### config.mk
export PLATFORM = sky130hd
export DESIGN_NAME = core_debug_state_control
export DESIGN_NICKNAME = d
export VERILOG_FILES = /design/src/level_sync.v /design/src/word_reg.v /design/src/core_debug_state_control.v
export VERILOG_INCLUDE_DIRS = /design/src /design/src/src
export SDC_FILE = /design/constraint.sdc
export NUM_CORES = 1
export LEC_CHECK = 0
export ABC_CLOCK_PERIOD_IN_PS = 2990
export BUFFER_PORTS_ARGS = -buffer_cell sky130_fd_sc_hd__clkbuf_2
export CAP_MARGIN = 30
export CORE_MARGIN = 1
export CORE_UTILIZATION = 25
export CTS_BUF_LIST = sky130_fd_sc_hd__clkbuf_8 sky130_fd_sc_hd__clkbuf_16
export CTS_CLUSTER_SIZE = 30
export DETAILED_ROUTE_END_ITERATION = 10
export GPL_ROUTABILITY_DRIVEN = 1
export HOLD_SLACK_MARGIN = 0.08
export PLACE_DENSITY = 0.54
export SYNTH_ARGS = -nofsm -noshare
export SYNTH_HDL_FRONTEND = slang
export SYNTH_HIERARCHICAL = 1
export SYNTH_SLANG_ARGS = --single-unit
### constraint.sdc
create_clock -name pclk -period 2.99 [get_ports pclk]
set_input_delay 0.4485 -clock pclk [delete_from_list [all_inputs] [get_ports pclk]]
set_output_delay 0.4485 -clock pclk [all_outputs]
set_load 0.005 [all_outputs]
### src/dbg_consts.vh
// named constants shared by the debug state control files
`ifndef DBG_CONSTS_VH
`define DBG_CONSTS_VH

// ----------------------------------------------------------------
// register offsets (byte addresses on the register bus)
// ----------------------------------------------------------------
`define ADDR_DCSR      8'h00
`define ADDR_DPC       8'h04
`define ADDR_DSCRATCH0 8'h08
`define ADDR_DSCRATCH1 8'h0c
`define ADDR_TSELECT   8'h10
`define ADDR_TDATA1    8'h14
`define ADDR_TDATA2    8'h18
`define ADDR_TINFO     8'h1c
`define ADDR_DSTATE    8'h20

// ----------------------------------------------------------------
// debug control and status fields
// ----------------------------------------------------------------
`define DCSR_VER_MSB   31
`define DCSR_VER_LSB   28
`define DCSR_VER_VAL   4'h4
`define DCSR_EBREAKM   15
`define DCSR_CAUSE_MSB 8
`define DCSR_CAUSE_LSB 6
`define DCSR_STEP      2
`define DCSR_PRV_MSB   1
`define DCSR_PRV_LSB   0
`define DCSR_PRV_VAL   2'h3
`define EBREAKM_RST    1'h0
`define STEP_RST       1'h0

// entry causes recorded in the cause field
`define CAUSE_NONE     3'h0
`define CAUSE_EBREAK   3'h1
`define CAUSE_TRIGGER  3'h2
`define CAUSE_HALTREQ  3'h3
`define CAUSE_STEP     3'h4

// ----------------------------------------------------------------
// trigger fields
// ----------------------------------------------------------------
`define TDATA1_TYPE_MSB 31
`define TDATA1_TYPE_LSB 28
`define TDATA1_TYPE_VAL 4'h2
`define TDATA1_DMODE    27
`define TDATA1_DMODE_VAL 1'h1
`define TDATA1_M        6
`define TDATA1_EXEC     2
`define TINFO_VAL       32'h0000_0004

// ----------------------------------------------------------------
// misc values
// ----------------------------------------------------------------
`define WORD_ZERO      32'h0000_0000
`define EXC_BREAKPOINT 5'h03

`endif

### src/level_sync.v
// two-stage synchroniser for a single level from outside the clock domain
`timescale 1ns/1ps
`default_nettype none

module level_sync (
   // clock and reset
   input wire clk,
   input wire rst_n,
   // level in and synchronised level out
   input wire d,
   output wire q
);

   reg meta_ff;
   reg sync_ff;

   // the first stage is read only by the second stage
   always @(posedge clk or negedge rst_n) begin
      if (!rst_n) begin
         meta_ff <= 1'b0;
         sync_ff <= 1'b0;
      end else begin
         meta_ff <= d;
         sync_ff <= meta_ff;
      end
   end

   assign q = sync_ff;

endmodule
`default_nettype wire

### src/word_reg.v
// one 32-bit storage word with load enable
`timescale 1ns/1ps
`include "dbg_consts.vh"
`default_nettype none

module word_reg (
   // clock and reset
   input wire clk,
   input wire rst_n,
   // load port
   input wire we,
   input wire [31:0] d,
   // stored value
   output wire [31:0] q
);

   reg [31:0] word_ff;

   // holds its value unless loaded
   always @(posedge clk or negedge rst_n) begin
      if (!rst_n) begin
         word_ff <= `WORD_ZERO;
      end else if (we) begin
         word_ff <= d;
      end
   end

   assign q = word_ff;

endmodule
`default_nettype wire

### src/core_debug_state_control.v
// debug state machine, debug csrs and trigger of the core
//
// Function
// - four debug csrs; access outside debug mode is an illegal instruction
// - trigger dmode field always reads one and ignores writes
// - trigger writes outside debug mode are dropped, reads still work
// - unavailable state shows neither running nor halted
// - unavailable from reset until cycles after release and fetch permit high
// - after that, halted in debug mode, running otherwise
// - exactly one of reset-seen, running, halted is high each cycle
// - unavailable lasts as long as reset or low fetch permit lasts
// - halt request before fetch permit gives direct unavailable to halted
// - later halt request may pass through running first
// - halt request while running always reaches halted within cycles
// - ebreak with ebreakm zero traps to mtvec, no debug entry
// - no trap value register; faulting instruction word not kept
// - ebreak with ebreakm one enters debug, updates dpc and dcsr
// - ebreak entry leaves dpc on the ebreak; debugger must advance it
// - ebreakm resets to zero, settable only from debug mode
// - ebreak inside debug mode jumps to entry vector, csrs unchanged
// - interrupt during step retires handler's first instruction then halts
// - any entry saves pc, records cause, fetches at entry vector
// - exception in debug mode fetches at fault vector
// - halt request is synchronous; decoded instruction is killed
// - reset-seen high during reset, cleared after fetch permit seen
`timescale 1ns/1ps
`include "dbg_consts.vh"
`default_nettype none

module core_debug_state_control (
   // clock and reset
   input wire pclk,
   input wire presetn,
   // register bus
   input wire psel,
   input wire penable,
   input wire pwrite,
   input wire [7:0] paddr,
   input wire [31:0] pwdata,
   output reg [31:0] prdata,
   output wire pready,
   output wire pslverr,
   // debug module side
   input wire fetch_enable,
   input wire debug_req,
   input wire [31:0] debugger_entry_vector,
   input wire [31:0] debugger_fault_vector,
   output reg havereset,
   output reg running,
   output reg halted,
   output wire debug_mode,
   // pipeline events
   input wire decode_valid,
   input wire [31:0] decode_pc,
   input wire [31:0] next_pc,
   input wire ebreak_exec,
   input wire exc_raise,
   input wire retire,
   input wire irq_taken,
   input wire dret_exec,
   // pipeline control
   output wire kill_decode,
   output wire illegal_insn,
   output reg redirect_valid,
   output reg [31:0] redirect_addr,
   output reg trap_valid,
   output reg [31:0] trap_mepc,
   output wire [4:0] trap_mcause
);

   // ----------------------------------------------------------------
   // states and storage
   // ----------------------------------------------------------------
   localparam [1:0] ST_RESET = 2'h0;
   localparam [1:0] ST_RUN = 2'h1;
   localparam [1:0] ST_HALT = 2'h2;

   reg [1:0] state_ff, nxt_state;
   reg req_seen_ff, nxt_req_seen;
   reg step_pend_ff, nxt_step_pend;
   reg ebreakm_ff, nxt_ebreakm;
   reg step_ff, nxt_step;
   reg [2:0] cause_ff, nxt_cause;
   reg trig_exec_ff, nxt_trig_exec;
   reg trig_m_ff, nxt_trig_m;
   reg nxt_redirect_valid;
   reg [31:0] nxt_redirect_addr;
   reg nxt_trap_valid;
   reg [31:0] nxt_trap_mepc;
   reg enter;
   reg [2:0] ent_cause;
   reg [31:0] ent_pc;
   reg kill;
   reg [31:0] rd_mux;

   wire fetch_en_s;
   wire [31:0] dpc_q, scr0_q, scr1_q, tdata2_q;
   wire [31:0] dcsr_val, tdata1_val, dstate_val;

   // the permit comes from a pin, so it is synchronised before use
   level_sync u_fetch_sync (
      .clk(pclk),
      .rst_n(presetn),
      .d(fetch_enable),
      .q(fetch_en_s)
   );

   // ----------------------------------------------------------------
   // register bus decode
   // ----------------------------------------------------------------
   wire in_dm = (state_ff == ST_HALT);
   wire apb_acc = psel & penable;
   wire apb_wr = apb_acc & pwrite;
   wire sel_dcsr = (paddr == `ADDR_DCSR);
   wire sel_dpc = (paddr == `ADDR_DPC);
   wire sel_scr0 = (paddr == `ADDR_DSCRATCH0);
   wire sel_scr1 = (paddr == `ADDR_DSCRATCH1);
   wire sel_tsel = (paddr == `ADDR_TSELECT);
   wire sel_td1 = (paddr == `ADDR_TDATA1);
   wire sel_td2 = (paddr == `ADDR_TDATA2);
   wire sel_tinfo = (paddr == `ADDR_TINFO);
   wire sel_state = (paddr == `ADDR_DSTATE);
   wire dbg_csr = sel_dcsr | sel_dpc | sel_scr0 | sel_scr1;
   wire trig_csr = sel_tsel | sel_td1 | sel_td2 | sel_tinfo;
   wire mapped = dbg_csr | trig_csr | sel_state;
   // writes to debug and trigger words only land in debug mode
   wire csr_wr_ok = apb_wr & in_dm;

   // zero wait states; errors flag unmapped or illegal accesses
   assign pready = 1'b1;
   assign illegal_insn = apb_acc & dbg_csr & ~in_dm;
   assign pslverr = apb_acc & (~mapped | (dbg_csr & ~in_dm));

   // ----------------------------------------------------------------
   // visible register values
   // ----------------------------------------------------------------
   assign dcsr_val = {`DCSR_VER_VAL, 12'h000, ebreakm_ff, 6'h00, cause_ff,
                      3'h0, step_ff, `DCSR_PRV_VAL};
   // dmode is a constant one, so no write can clear it
   assign tdata1_val = {`TDATA1_TYPE_VAL, `TDATA1_DMODE_VAL, 20'h00000,
                        trig_m_ff, 3'h0, trig_exec_ff, 2'h0};
   assign dstate_val = {29'h0000_0000, halted, running, havereset};

   // read mux; trigger words read back in any mode
   always @* begin
      rd_mux = `WORD_ZERO;
      case (paddr)
         `ADDR_DCSR: rd_mux = in_dm ? dcsr_val : `WORD_ZERO;
         `ADDR_DPC: rd_mux = in_dm ? dpc_q : `WORD_ZERO;
         `ADDR_DSCRATCH0: rd_mux = in_dm ? scr0_q : `WORD_ZERO;
         `ADDR_DSCRATCH1: rd_mux = in_dm ? scr1_q : `WORD_ZERO;
         `ADDR_TSELECT: rd_mux = `WORD_ZERO;
         `ADDR_TDATA1: rd_mux = tdata1_val;
         `ADDR_TDATA2: rd_mux = tdata2_q;
         `ADDR_TINFO: rd_mux = `TINFO_VAL;
         `ADDR_DSTATE: rd_mux = dstate_val;
         default: rd_mux = `WORD_ZERO;
      endcase
   end

   // read data is captured in the setup cycle so it comes from a flop
   always @(posedge pclk or negedge presetn) begin
      if (!presetn) begin
         prdata <= `WORD_ZERO;
      end else if (psel & ~penable & ~pwrite) begin
         prdata <= rd_mux;
      end
   end

   // ----------------------------------------------------------------
   // debug state machine
   // ----------------------------------------------------------------
   // an execute trigger matches the pc of the instruction in decode
   wire trig_hit = trig_exec_ff & trig_m_ff & decode_valid & (decode_pc == tdata2_q);

   always @* begin
      nxt_state = state_ff;
      nxt_req_seen = req_seen_ff;
      nxt_step_pend = step_pend_ff;
      nxt_redirect_valid = 1'b0;
      nxt_redirect_addr = redirect_addr;
      nxt_trap_valid = 1'b0;
      nxt_trap_mepc = trap_mepc;
      enter = 1'b0;
      ent_cause = `CAUSE_NONE;
      ent_pc = decode_pc;
      kill = 1'b0;
      case (state_ff)
         ST_RESET: begin
            // wait here as long as the permit stays low; no timeout
            nxt_req_seen = req_seen_ff | debug_req;
            if (fetch_en_s) begin
               if (req_seen_ff | debug_req) begin
                  enter = 1'b1;
                  ent_cause = `CAUSE_HALTREQ;
                  ent_pc = next_pc;
               end else begin
                  nxt_state = ST_RUN;
               end
            end
         end
         ST_RUN: begin
            if (debug_req) begin
               // the instruction in decode is killed and becomes dpc
               enter = 1'b1;
               ent_cause = `CAUSE_HALTREQ;
               kill = 1'b1;
            end else if (trig_hit) begin
               enter = 1'b1;
               ent_cause = `CAUSE_TRIGGER;
               kill = 1'b1;
            end else if (ebreak_exec) begin
               if (ebreakm_ff) begin
                  // dpc stays on the ebreak itself
                  enter = 1'b1;
                  ent_cause = `CAUSE_EBREAK;
               end else begin
                  // ordinary breakpoint trap; no trap value is kept
                  nxt_trap_valid = 1'b1;
                  nxt_trap_mepc = decode_pc;
               end
            end else if (step_pend_ff & retire & ~irq_taken) begin
               // a taken interrupt wins over a retire, so the first
               // handler instruction is the one that retires here
               enter = 1'b1;
               ent_cause = `CAUSE_STEP;
               ent_pc = next_pc;
            end
         end
         ST_HALT: begin
            if (ebreak_exec) begin
               // restart debug code, no csr is touched
               nxt_redirect_valid = 1'b1;
               nxt_redirect_addr = debugger_entry_vector;
            end else if (exc_raise) begin
               nxt_redirect_valid = 1'b1;
               nxt_redirect_addr = debugger_fault_vector;
            end else if (dret_exec) begin
               nxt_state = ST_RUN;
               nxt_redirect_valid = 1'b1;
               nxt_redirect_addr = dpc_q;
               nxt_step_pend = step_ff;
            end
         end
         default: begin
            nxt_state = ST_RESET;
         end
      endcase
      // common entry actions for every cause
      if (enter) begin
         nxt_state = ST_HALT;
         nxt_redirect_valid = 1'b1;
         nxt_redirect_addr = debugger_entry_vector;
         nxt_step_pend = 1'b0;
         nxt_req_seen = 1'b0;
      end
   end

   assign kill_decode = kill;
   assign debug_mode = in_dm;
   assign trap_mcause = `EXC_BREAKPOINT;

   // ----------------------------------------------------------------
   // csr field updates
   // ----------------------------------------------------------------
   // ebreakm and step can only be written from debug mode
   always @* begin
      nxt_ebreakm = ebreakm_ff;
      nxt_step = step_ff;
      nxt_cause = cause_ff;
      nxt_trig_exec = trig_exec_ff;
      nxt_trig_m = trig_m_ff;
      if (csr_wr_ok & sel_dcsr) begin
         nxt_ebreakm = pwdata[`DCSR_EBREAKM];
         nxt_step = pwdata[`DCSR_STEP];
      end
      if (csr_wr_ok & sel_td1) begin
         nxt_trig_exec = pwdata[`TDATA1_EXEC];
         nxt_trig_m = pwdata[`TDATA1_M];
      end
      if (enter) begin
         nxt_cause = ent_cause;
      end
   end

   // dpc takes the entry pc, or a debugger write while halted
   wire dpc_we = enter | (csr_wr_ok & sel_dpc);
   wire [31:0] dpc_d = enter ? ent_pc : pwdata;

   word_reg u_dpc (
      .clk(pclk),
      .rst_n(presetn),
      .we(dpc_we),
      .d(dpc_d),
      .q(dpc_q)
   );

   word_reg u_scratch0 (
      .clk(pclk),
      .rst_n(presetn),
      .we(csr_wr_ok & sel_scr0),
      .d(pwdata),
      .q(scr0_q)
   );

   word_reg u_scratch1 (
      .clk(pclk),
      .rst_n(presetn),
      .we(csr_wr_ok & sel_scr1),
      .d(pwdata),
      .q(scr1_q)
   );

   word_reg u_tdata2 (
      .clk(pclk),
      .rst_n(presetn),
      .we(csr_wr_ok & sel_td2),
      .d(pwdata),
      .q(tdata2_q)
   );

   // ----------------------------------------------------------------
   // state registers
   // ----------------------------------------------------------------
   // flags are decoded from the next state so each is a plain flop
   always @(posedge pclk or negedge presetn) begin
      if (!presetn) begin
         state_ff <= ST_RESET;
         havereset <= 1'b1;
         running <= 1'b0;
         halted <= 1'b0;
         req_seen_ff <= 1'b0;
         step_pend_ff <= 1'b0;
         ebreakm_ff <= `EBREAKM_RST;
         step_ff <= `STEP_RST;
         cause_ff <= `CAUSE_NONE;
         trig_exec_ff <= 1'b0;
         trig_m_ff <= 1'b0;
         redirect_valid <= 1'b0;
         redirect_addr <= `WORD_ZERO;
         trap_valid <= 1'b0;
         trap_mepc <= `WORD_ZERO;
      end else begin
         state_ff <= nxt_state;
         havereset <= (nxt_state == ST_RESET);
         running <= (nxt_state == ST_RUN);
         halted <= (nxt_state == ST_HALT);
         req_seen_ff <= nxt_req_seen;
         step_pend_ff <= nxt_step_pend;
         ebreakm_ff <= nxt_ebreakm;
         step_ff <= nxt_step;
         cause_ff <= nxt_cause;
         trig_exec_ff <= nxt_trig_exec;
         trig_m_ff <= nxt_trig_m;
         redirect_valid <= nxt_redirect_valid;
         redirect_addr <= nxt_redirect_addr;
         trap_valid <= nxt_trap_valid;
         trap_mepc <= nxt_trap_mepc;
      end
   end

endmodule
`default_nettype wire

# Word level (Yosys, flattened, before mapping)
# Index checks and enable logic that the tools add are counted.
[totals]
output_inout_bits = 111
reg_bits = 242
in_bits = 181
wordCells = 147
[op_classes]
n_bitwise = 39
eq_ne = 15
mux = 61
n_reduce_logical = 10
[ops]
columns = ["operator", "n"]
rows = [
  ["32-bit two-way mux", 15],
  ["32-bit case mux with 8 select lines", 1],
  ["32-bit case mux with 2 select lines", 1],
  ["32-bit equality test", 1],
  ["8-bit by 5-bit equality test with 1-bit output (second input constant)", 4],
  ["31-bit two-way mux", 1],
  ["1-bit two-way mux", 28],
  ["1-bit bitwise AND", 20],
  ["8-bit by 4-bit equality test with 1-bit output (second input constant)", 2],
  ["2-bit two-way mux", 8],
  ["3-bit two-way mux", 4],
  ["1-bit bitwise OR", 11],
  ["8-bit by 3-bit equality test with 1-bit output (second input constant)", 1],
  ["8-bit by 6-bit equality test with 1-bit output (second input constant)", 1],
  ["8-bit zero test", 1],
  ["1-bit inverter", 8],
  ["2-bit case mux with 3 select lines", 1],
  ["3-bit case mux with 2 select lines", 1],
  ["2-bit nonzero test", 3],
  ["5-bit AND reduction", 1],
  ["2-bit by 1-bit equality test with 1-bit output (second input constant)", 2],
  ["2-bit equality test (second input constant)", 2],
  ["2-bit zero test", 2],
  ["2-bit by 1-bit != test with 1-bit output (second input constant)", 2],
  ["4 further kinds", 4],
]

# Depth between registers and ports, before layout
# Gate-level depths: netlist of run 1.
[logic_depth]
ltp_word = 9
depth_mapped = 11
ltp_nobuf = 8

# Hierarchy
# The synthesis of run 1 kept the hierarchy.
[by_module_without_submodules]
columns = ["mod", "area_each_um2", "cells_each", "n_inst", "seq_area_each_um2"]
rows = [
  ["core_debug_state_control", 7554.7, 812, 1, 2803.9],
  ["word_reg", 1345.0, 68, 4, 800.8],
  ["level_sync", 50.0, 2, 1, 50.0],
]

# Worst setup path after synthesis of run 1
# Ideal clock, no wire load.
[synth_path]
path_type = "input port to flip-flop"
startpoint = "input decode_pc[21]"
endpoint = "register u_dpc.word_ff[0], in the netlist u_dpc/q[0]"
setup_ns = 0.125
cell_stages = 11
n_path_buf = 4
t_required_ns = 2.865
arrival_time_ns = 2.564
setup_slack_ns = 0.301
path_cell_list = "xor2_1 -> nor4_2 -> nand4_2 -> o31ai_4 -> nand2_1 -> buf_2 -> buf_2 -> nand2_1 -> buf_6 -> buf_12 -> mux2_4"
[synth_via]
elab_chain_cells = 6
word_cells_on_any_way = 10
classes_between = "eq/ne (1); mux (7); bitwise (2)"
[synth_rtl]
columns = ["element", "line", "rtl"]
rows = [
  ["start: declaration", "core_debug_state_control.v:54", "input wire [31:0] decode_pc,"],
  ["32-bit equality test", "core_debug_state_control.v:174", "wire trig_hit = trig_exec_ff & trig_m_ff & decode_valid & (decode_pc == tdata2_q);"],
  ["1-bit bitwise AND", "core_debug_state_control.v:174", ""],
  ["1-bit two-way mux", "core_debug_state_control.v:208", "end else if (trig_hit) begin"],
  ["1-bit two-way mux", "core_debug_state_control.v:203", "if (debug_req) begin"],
  ["1-bit case mux with 2 select lines", "core_debug_state_control.v:188", "case (state_ff)"],
  ["1-bit bitwise OR", "core_debug_state_control.v:287", "wire dpc_we = enter | (csr_wr_ok & sel_dpc);"],
  ["via dpc_we", "core_debug_state_control.v:287", ""],
  ["end signal: assignment", "word_reg.v:22", "word_ff <= `WORD_ZERO;"],
  ["end: declaration", "word_reg.v:17", "reg [31:0] word_ff;"],
]
# The timed path passes the listed nets, and every way through them passes these cells.
# A chain may end at the register's enable or synchronous reset.

# Final worst setup path of run 1
[layout_path]
startpoint = "register u_tdata2.word_ff[16], in the netlist u_tdata2/q[16]"
endpoint = "output kill_decode"
[layout_via]
elab_chain_cells = 5
[layout_rtl]
columns = ["element", "line", "rtl"]
rows = [
  ["start: declaration", "word_reg.v:17", ""],
  ["start signal: assignment", "word_reg.v:22", ""],
  ["32-bit equality test", "core_debug_state_control.v:174", ""],
  ["1-bit bitwise AND", "core_debug_state_control.v:174", ""],
  ["1-bit two-way mux", "core_debug_state_control.v:208", ""],
  ["1-bit two-way mux", "core_debug_state_control.v:203", ""],
  ["1-bit two-way mux", "core_debug_state_control.v:188", ""],
  ["end: declaration", "core_debug_state_control.v:62", "output wire kill_decode,"],
]
# Every way passes these cells.

==> summary.txt, run 1 <==
Detailed routing
  – Routed len/inst: 23.4 um
  – Average via count per standard cell: 4.98
  – DR pass1 iterations: 5
  – First-iteration detailed-routing DRC count: 555
  – Total Wirelength: 49.1 mm
  – Antenna-violating nets left: 0
  – Via count: 10.4k
  – Post-route DRC violation count: 0

Clock tree
  – Clk pin slew, worst setup/hold paths: 0.06 ns
  – Clock sinks: 242
  – CTS root buffer: clkbuf_16
  – CTS max path bufs: 3
  – Clock latency on the worst-skew pair: 0.58 ns
  – Num CTS Buffers: 30
  – CTS tree: yes
  – CTS H-tree lvls: 1

Global route
  – Global-route wire length before repair: 71.7 mm
  – GR peak layer: met2
  – Number of antenna violations at the first check in global routing: 20
  – Met1 Use GR: about a quarter
  – GR Layer Usage met2: 29.2%
  – Pin count of the biggest net entering global routing: 95
  – Vias in the first global route: around 10k
  – GRT Overall Usage: 18.2%
  – Grt met3 use: around 4.9%
  – Global route overflow: 0

Outcome
  – Status: complete, no violations

Hold path
  – Worst Hold Class: in -> reg

STA
  – PnR worst setup slack: 0.106 ns
  – Max Slew Vio Count: 0
  – Period minus WS final: 2.88 ns
  – Clk_skew: 0.0307 ns
  – Period Utilization, post-route: 96.4%
  – Fin. Hold Viols: 0
  – FMAX: roughly 350 MHz
  – Hold WS: around 0.11 ns
  – Setup Viol. Count Final: 0
  – Worst slew margin: 44.7%
  – Least-Margin Pin Slew: between 0.8 and 0.9 ns
  – RSZ-0062 raised after global routing: false
  – Final setup TNS: 0 ns

Synth
  – Ys Warns: 6
  – Unique masters post-synth: 61
  – Synthesized area per cell: 12.0 sq um
  – Cell area after synthesis: 0.0130 sq mm
  – Ys async rst share: 100%
  – Sequential-to-total area share from yosys stat: between 40% and 50%
  – Post-synthesis register bit count: 242
  – EDFF count, synth: 0
  – Synth Flop Type: dfrtp_1
  – Syn Inst Count: 1086

Worst setup path
  – Kind of critical path: reg -> out
  – Worst EP arrival: 2.44 ns
  – CP max FO: 3
  – Critical path capture point type: output pin
  – Critical path launch point type: flip-flop
  – Flop2flop setup slack: 0.21 ns
  – CP required: 2.54 ns

Power
  – P_leak: 7.56 nW
  – Maximum VDD drop: approximately 0.44 mV
  – PD cells: 769 mW/mm^2
  – Total power: 12.8 mW

Floorplan
  – # IOs: approximately 290
  – Initial Util: 25.3%
  – Die ar.: 0.0529 sq mm
  – Die Wd: 230 um
  – Number of core rows: 83
  – Core region area: 0.0513 sq mm
  – Die Y: 230 um

Final layout
  – Most frequent cells in the layout: clkbuf_2 (284), dfrtp_1 (239), mux2_4 (130)
  – Most common cell after layout, fill and taps aside: clkbuf_2
  – Fill cells: 5242
  – Layout Nets: around 1.6k
  – Syn-to-layout area delta: 27.7%
  – Final Cell Area: 0.0166 sq mm
  – Layout cells sized above 1: 46.5%

Run
  – Max-cap violation count: 0

Place
  – Post-DP HPWL: 36.3 mm
  – Pre-CTS setup slack: 0.0963 ns
  – Gpl congestion: 0.837
  – Placed instance area: 0.0155 sq mm
  – I/O Buffers: ~290
report_power, final:
group / internal, mW / total (mW) / leakage, nW / switching (mW)
logic: 2.22 / 4.43 / 3.90 / 2.21
clock network: 2.18 / 3.68 / 0.514 / 1.49
registers: 4.01 / 4.65 / 3.15 / 0.641
total: 8.41 / 12.8 / 7.56 / 4.34
flip-flops by register name (all words and copies together), names as in the netlist, 2 cells and up:
| name | flops |
|---|---|
| prdata | 32 |
| redirect_addr | 32 |
| trap_mepc | 32 |
| u_dpc/q | 32 |
| u_scratch0/q | 32 |
| u_scratch1/q | 32 |
| u_tdata2/q | 32 |
| cause_ff | 3 |
| state_ff | 2 |
cells in the mapped netlist, drive strengths merged (2+ instances only):
| library cell | instances | area [sq um] |
|---|---|---|
| dfrtp | 241 | 6030 |
| mux2 | 225 | 3020 |
| nand2 | 71 | 267 |
| o21ai | 67 | 335 |
| a21oi | 63 | 315 |
| clkbuf | 52 | 195 |
| buf | 45 | 463 |
| nor2 | 39 | 146 |
| nand4 | 38 | 259 |
| o22ai | 33 | 206 |
| xor2 | 32 | 280 |
| a2bb2oi | 31 | 272 |
| a41oi | 31 | 272 |
| a22oi | 26 | 195 |
| nor3 | 10 | 55.1 |
| nor4 | 10 | 109 |
| inv | 8 | 30.0 |
| a221oi | 6 | 52.6 |
| mux2i | 6 | 60.1 |
| nand3 | 5 | 25.0 |
| a22o | 4 | 35.0 |
| nor2b | 4 | 25.0 |
| a222oi | 3 | 30.0 |
| and3 | 3 | 18.8 |
| nand2b | 3 | 18.8 |
| nand3b | 3 | 22.5 |
| or3 | 3 | 18.8 |
| a211oi | 2 | 15.0 |
| conb | 2 | 7.51 |
| nor3b | 2 | 15.0 |
| or2 | 2 | 12.5 |
path summary, 6_finish.rpt:
check / to / cells after the start / start
max: kill_decode / 7 / u_tdata2/q[16]
min: redirect_addr[3] / 2 / debugger_entry_vector[3]
max reg2reg: u_dpc/q[4] / 10 / u_tdata2/q[14]
min reg2reg: u_fetch_sync/q / 0 / u_fetch_sync/meta_ff
max in group asynchronous: redirect_addr[29] / 3 / presetn
min in group asynchronous: u_tdata2/q[3] / 2 / presetn
per-layer routing:
metal,vias to the layer above,share of wire (%)
met5,-,0.28
met4,22,2.7
met3,86,7.1
met2,391,47
met1,5273,43
li1,4669,-
critical path: stages (launching register included):
cell      delay, ns
dfrtp_1        0.42
xor2_1         0.20
nor4_1         0.38
nand3_1        0.24
nor3_1         0.19
buf_4          0.15
o21a_4         0.15
clkbuf_2       0.12
metrics by stage:
step | util [%] | std cells
floorplan | - | 1090
global placement | 30.2 | 2030
detailed placement | 30.2 | 2030
CTS | 32.2 | 2086
global route | 32.3 | 2094
finish | 32.3 | 2096
what timing repair did:
action	CTS	global route
hold buffers	2	0
resized for setup	4	1
endpoints found under the setup margin	1	1
hold endpoints to repair	88	0
setup buffers	0	4
pin swaps	1	3
cell families (layout without fill, tap and decap cells):
kind of cell,after synthesis,after routing,share of synthesized area (%)
simple gates,195,195,7.77
compound gates,279,279,14.3
buf+inv,105,424,5.30
other cells,2,13,0.0578
xor+xnor,32,32,2.16
flops,242,242,46.6
mux,231,231,23.7
cell type report:
type | count | area [sq um] | share of cell area [%]
Antenna cell | 7 | 17.5 | 0.106
Tap cell | 680 | 851 | 5.13
Timing Repair Buffer | 362 | 2270 | 13.7
Clock inverter | 16 | 139 | 0.838
Inverter | 8 | 30.0 | 0.181
Multi-Input combinational cell | 743 | 6350 | 38.3
Sequential cell | 242 | 6060 | 36.5
Clock buffer | 38 | 861 | 5.19
No activity file was read; power rests on OpenSTA's default activity.
==> run 2, diff against run 1 <==
Settings changed: CORE_MARGIN 1 to default, SYNTH_HIERARCHICAL 1 to default.
==> run 2 against run 1 <==
Effect of this change: power is 6.9% lower; sequential share of layout area increased by 1.7 points; clock power increased by 5.4%; critical path depth did not move; largest cell class is now flip-flops and latches; combinational power down 24%; die area fell by 5.5%; highest routed layer unchanged; setup slack worse by 0.081 ns; clock-buffer cell count fell by 1; fmax decreased by 2.7%.
==> summary.txt, run 2 <==
Worst setup path
  – CP max FO: 3
  – Worst EP arrival: about 2.5 ns
  – Critical path capture point type: output pin
  – Critical path launch point type: flip-flop
  – CP top delay family: simple AND/OR/NAND/NOR gates
  – CP required: 2.54 ns
  – CP cell instances: xnor2_2 > nand4_1 > or4_4 > nor3_4 > nor2_2 > nor2_1 > buf_4
  – Buf+Inv Stages, Crit Path: 1
  – CP max-delay cell: or4_4
  – Kind of critical path: reg -> out
  – Crit-path max cell delay: 0.55 ns

Clock tree
  – CTS root buffer: clkbuf_16
  – CTS tree: yes
  – CTS max path bufs: 3
  – CTS H-tree lvls: 1
  – Clock latency on the worst-skew pair: roughly 0.60 ns
  – Clk pin slew, worst setup/hold paths: 0.07 ns
  – Num CTS Buffers: 31
  – Clock sinks: 242

Detailed routing
  – DR pass1 iterations: 7
  – Total Wirelength: roughly 48 mm
  – First-iteration detailed-routing DRC count: 631
  – Via count: 10.5k
  – Antenna-violating nets left: 0
  – Post-route DRC violation count: 0
  – Routed len/inst: about 23 um
  – Average via count per standard cell: 4.98

Global route
  – Global-route wire length before repair: 70.4 mm
  – Pin count of the biggest net entering global routing: 93
  – Vias in the first global route: about 11k
  – Global route overflow: 0
  – GRT Overall Usage: 19.0%
  – Number of antenna violations at the first check in global routing: 12

Place
  – I/O Buffers: 285
  – Post-DP HPWL: 34.8 mm
  – Gpl congestion: roughly 0.83
  – Placed cell count: 2048

Synth
  – Post-synthesis mux area share: 18.4%
  – Ys Warns: 0
  – Syn Inst Count: around 1.2k
  – Synth Flop Type: dfrtp_1
  – Cell area after synthesis: between 0.01 and 0.015 sq mm
  – Synth Area in Compound Gates: 13.3%
  – Synth top cells by count: dfrtp_1 (241), mux2_2 (165), nand2_1 (138)
  – Most common cell in the netlist: dfrtp_1
  – Main combinational cell family by area after synthesis: multiplexers
  – Area share of and/or/nand/nor cells after synthesis: 12.9%
  – Ys async rst share: between 90% and 100%
  – Synthesized area per cell: between 10 and 15 sq um
  – Synth top area cells: dfrtp_1 (49%), mux2_2 (15%), nand2_1 (4.2%)
  – XOR/XNOR Fraction of Synth Area: roughly 2.3%
  – Share of the synthesized area in the top cell type: approximately 50%
  – Sequential-to-total area share from yosys stat: between 40% and 50%
  – EDFF count, synth: 0
  – Biggest area consumer among synthesized cells: dfrtp_1
  – Unique masters post-synth: 50
  – Post-synthesis adder-cell area fraction: 0%
  – Post-synthesis register bit count: 242

STA
  – RSZ-0062 raised after global routing: true
  – Clk_skew: roughly 0.021 ns
  – Worst slew margin: 47.1%
  – Max Slew Vio Count: 0
  – Fin. Hold Viols: 0
  – Least-Margin Pin Slew: slightly below 0.8 ns
  – Period minus WS final: 2.96 ns
  – FMAX: 337 MHz
  – Period Utilization, post-route: 99.2%
  – Setup Viol. Count Final: 0

Final layout
  – Layout cells sized above 1: 39.6%
  – Most frequent cells in the layout: clkbuf_2 (283), dfrtp_1 (240), mux2_2 (165)
  – Most common cell after layout, fill and taps aside: clkbuf_2
  – Layout Utilization: 33.0%
  – Final cell count without fillers: 2114
  – Layout Nets: 1652
  – Syn-to-layout area delta: 29.3%

Floorplan
  – Initial Util: 25.5%
  – Core region area: 0.0480 sq mm
  – Die Y: 224 um
  – Die Wd: between 200 and 250 um
  – # IOs: 292
  – Number of core rows: 80
  – Die ar.: 0.0500 sq mm

Run
  – Max-cap violation count: 0

Outcome
  – Status: complete, no violations

Hold path
  – Worst Hold Class: in -> reg

Power
  – PD cells: 749 mW/mm^2
  – Maximum VDD drop: ~0.38 mV
  – P_leak: 7.72 nW
==> run 2: changes by cell type after synthesis, moves of 32 or more <==
cell | previous run | this run
nand4_1 | 36 | 4
o22ai_1 | 33 | 0
nor2_1 | 39 | 100
nand2_1 | 71 | 138
mux2i_1 | 6 | 40
mux2_4 | 130 | 0
a211oi_1 | 2 | 37
mux2_2 | 84 | 165
==> run 2: where the power goes <==
group	switching [mW]	total, mW	internal [mW]
clock	1.59	3.88	2.30
combinational	1.82	3.37	1.55
sequential	0.613	4.62	4.01
==> run 2: logic make-up (layout without fill, tap and decap cells) <==
| logic type | Yosys count | count (layout) |
|---|---|---|
| AO/OA/AOI/OAI | 256 | 256 |
| XOR/XNOR | 32 | 32 |
| buffers and inverters | 92 | 410 |
| flip-flops | 242 | 242 |
| multiplexers | 205 | 205 |
| other | 2 | 10 |
| AND/OR/NAND/NOR | 344 | 344 |
==> run 2: path summary, 6_finish.rpt <==
path                                            from                 to  slack (ns)  cells past startpoint
min                        debugger_entry_vector[26]  redirect_addr[26]        0.11                      3
min reg2reg                     u_fetch_sync.meta_ff     u_fetch_sync.q        0.36                      0
min in group asynchronous                    presetn      trap_mepc[24]        0.47                      2
max in group asynchronous                    presetn  redirect_addr[14]        1.70                      3
max                                   u_tdata2.q[16]        kill_decode        0.03                      7
max reg2reg                           u_tdata2.q[24]        u_dpc.q[12]        0.29                     10
==> run 2: through the flow <==
| step | setup TNS [ns] | hold WS [ns] | total power [mW] | worst slack [ns] | instance area (sq um) |
|---|---|---|---|---|---|
| floorplan | 0 | 0.153 | 6.30 | 0.563 | 12300 |
| detailed placement | 0 | 0.340 | 8.06 | 0.151 | 14700 |
| CTS | 0 | 0.0888 | 12.0 | 0.0131 | 15800 |
| global route | -0.0227 | 0.101 | 12.5 | -0.0227 | 15900 |
| global placement | 0 | 0.337 | 7.96 | 0.191 | 14700 |
| finish | 0 | 0.107 | 11.9 | 0.0252 | 15900 |
==> run 2: layout make-up <==
type                            count  area [sq um]
Antenna cell                        4          10.0
Clock buffer                       37           858
Clock inverter                     20           190
Fill cell                        4923         32200
Inverter                            3          11.3
Multi-Input combinational cell    843          5840
Sequential cell                   242          6060
Tap cell                          615           769
Timing Repair Buffer              350          2120
==> run 2: worst min-delay path: stages <==
cell and delay, ns:
clkbuf_2 0.08, nor2_1 0.04, a21oi_1 0.10
==> run 2: routing by layer <==
| layer | part of all wire, % | GRT usage [%] | vias up | wire length [um] |
|---|---|---|---|---|
| li1 | - | - | 4797 | - |
| met1 | 44 | 25.1 | 5261 | 21100 |
| met2 | 45 | 29.9 | 373 | 21900 |
| met3 | 8.2 | 5.51 | 77 | 3940 |
| met4 | 2.7 | 5.88 | 12 | 1290 |
| met5 | 0.17 | 0 | - | 80 |
==> run 2: timing repair <==
action | CTS | global route
buffers inserted | 2 | 1
endpoints found under the hold margin | 88 | 0
hold buffers | 2 | 0
endpoints found under the setup margin | 1 | 3
gates resized for setup | 1 | 7
pin swaps | 3 | 4
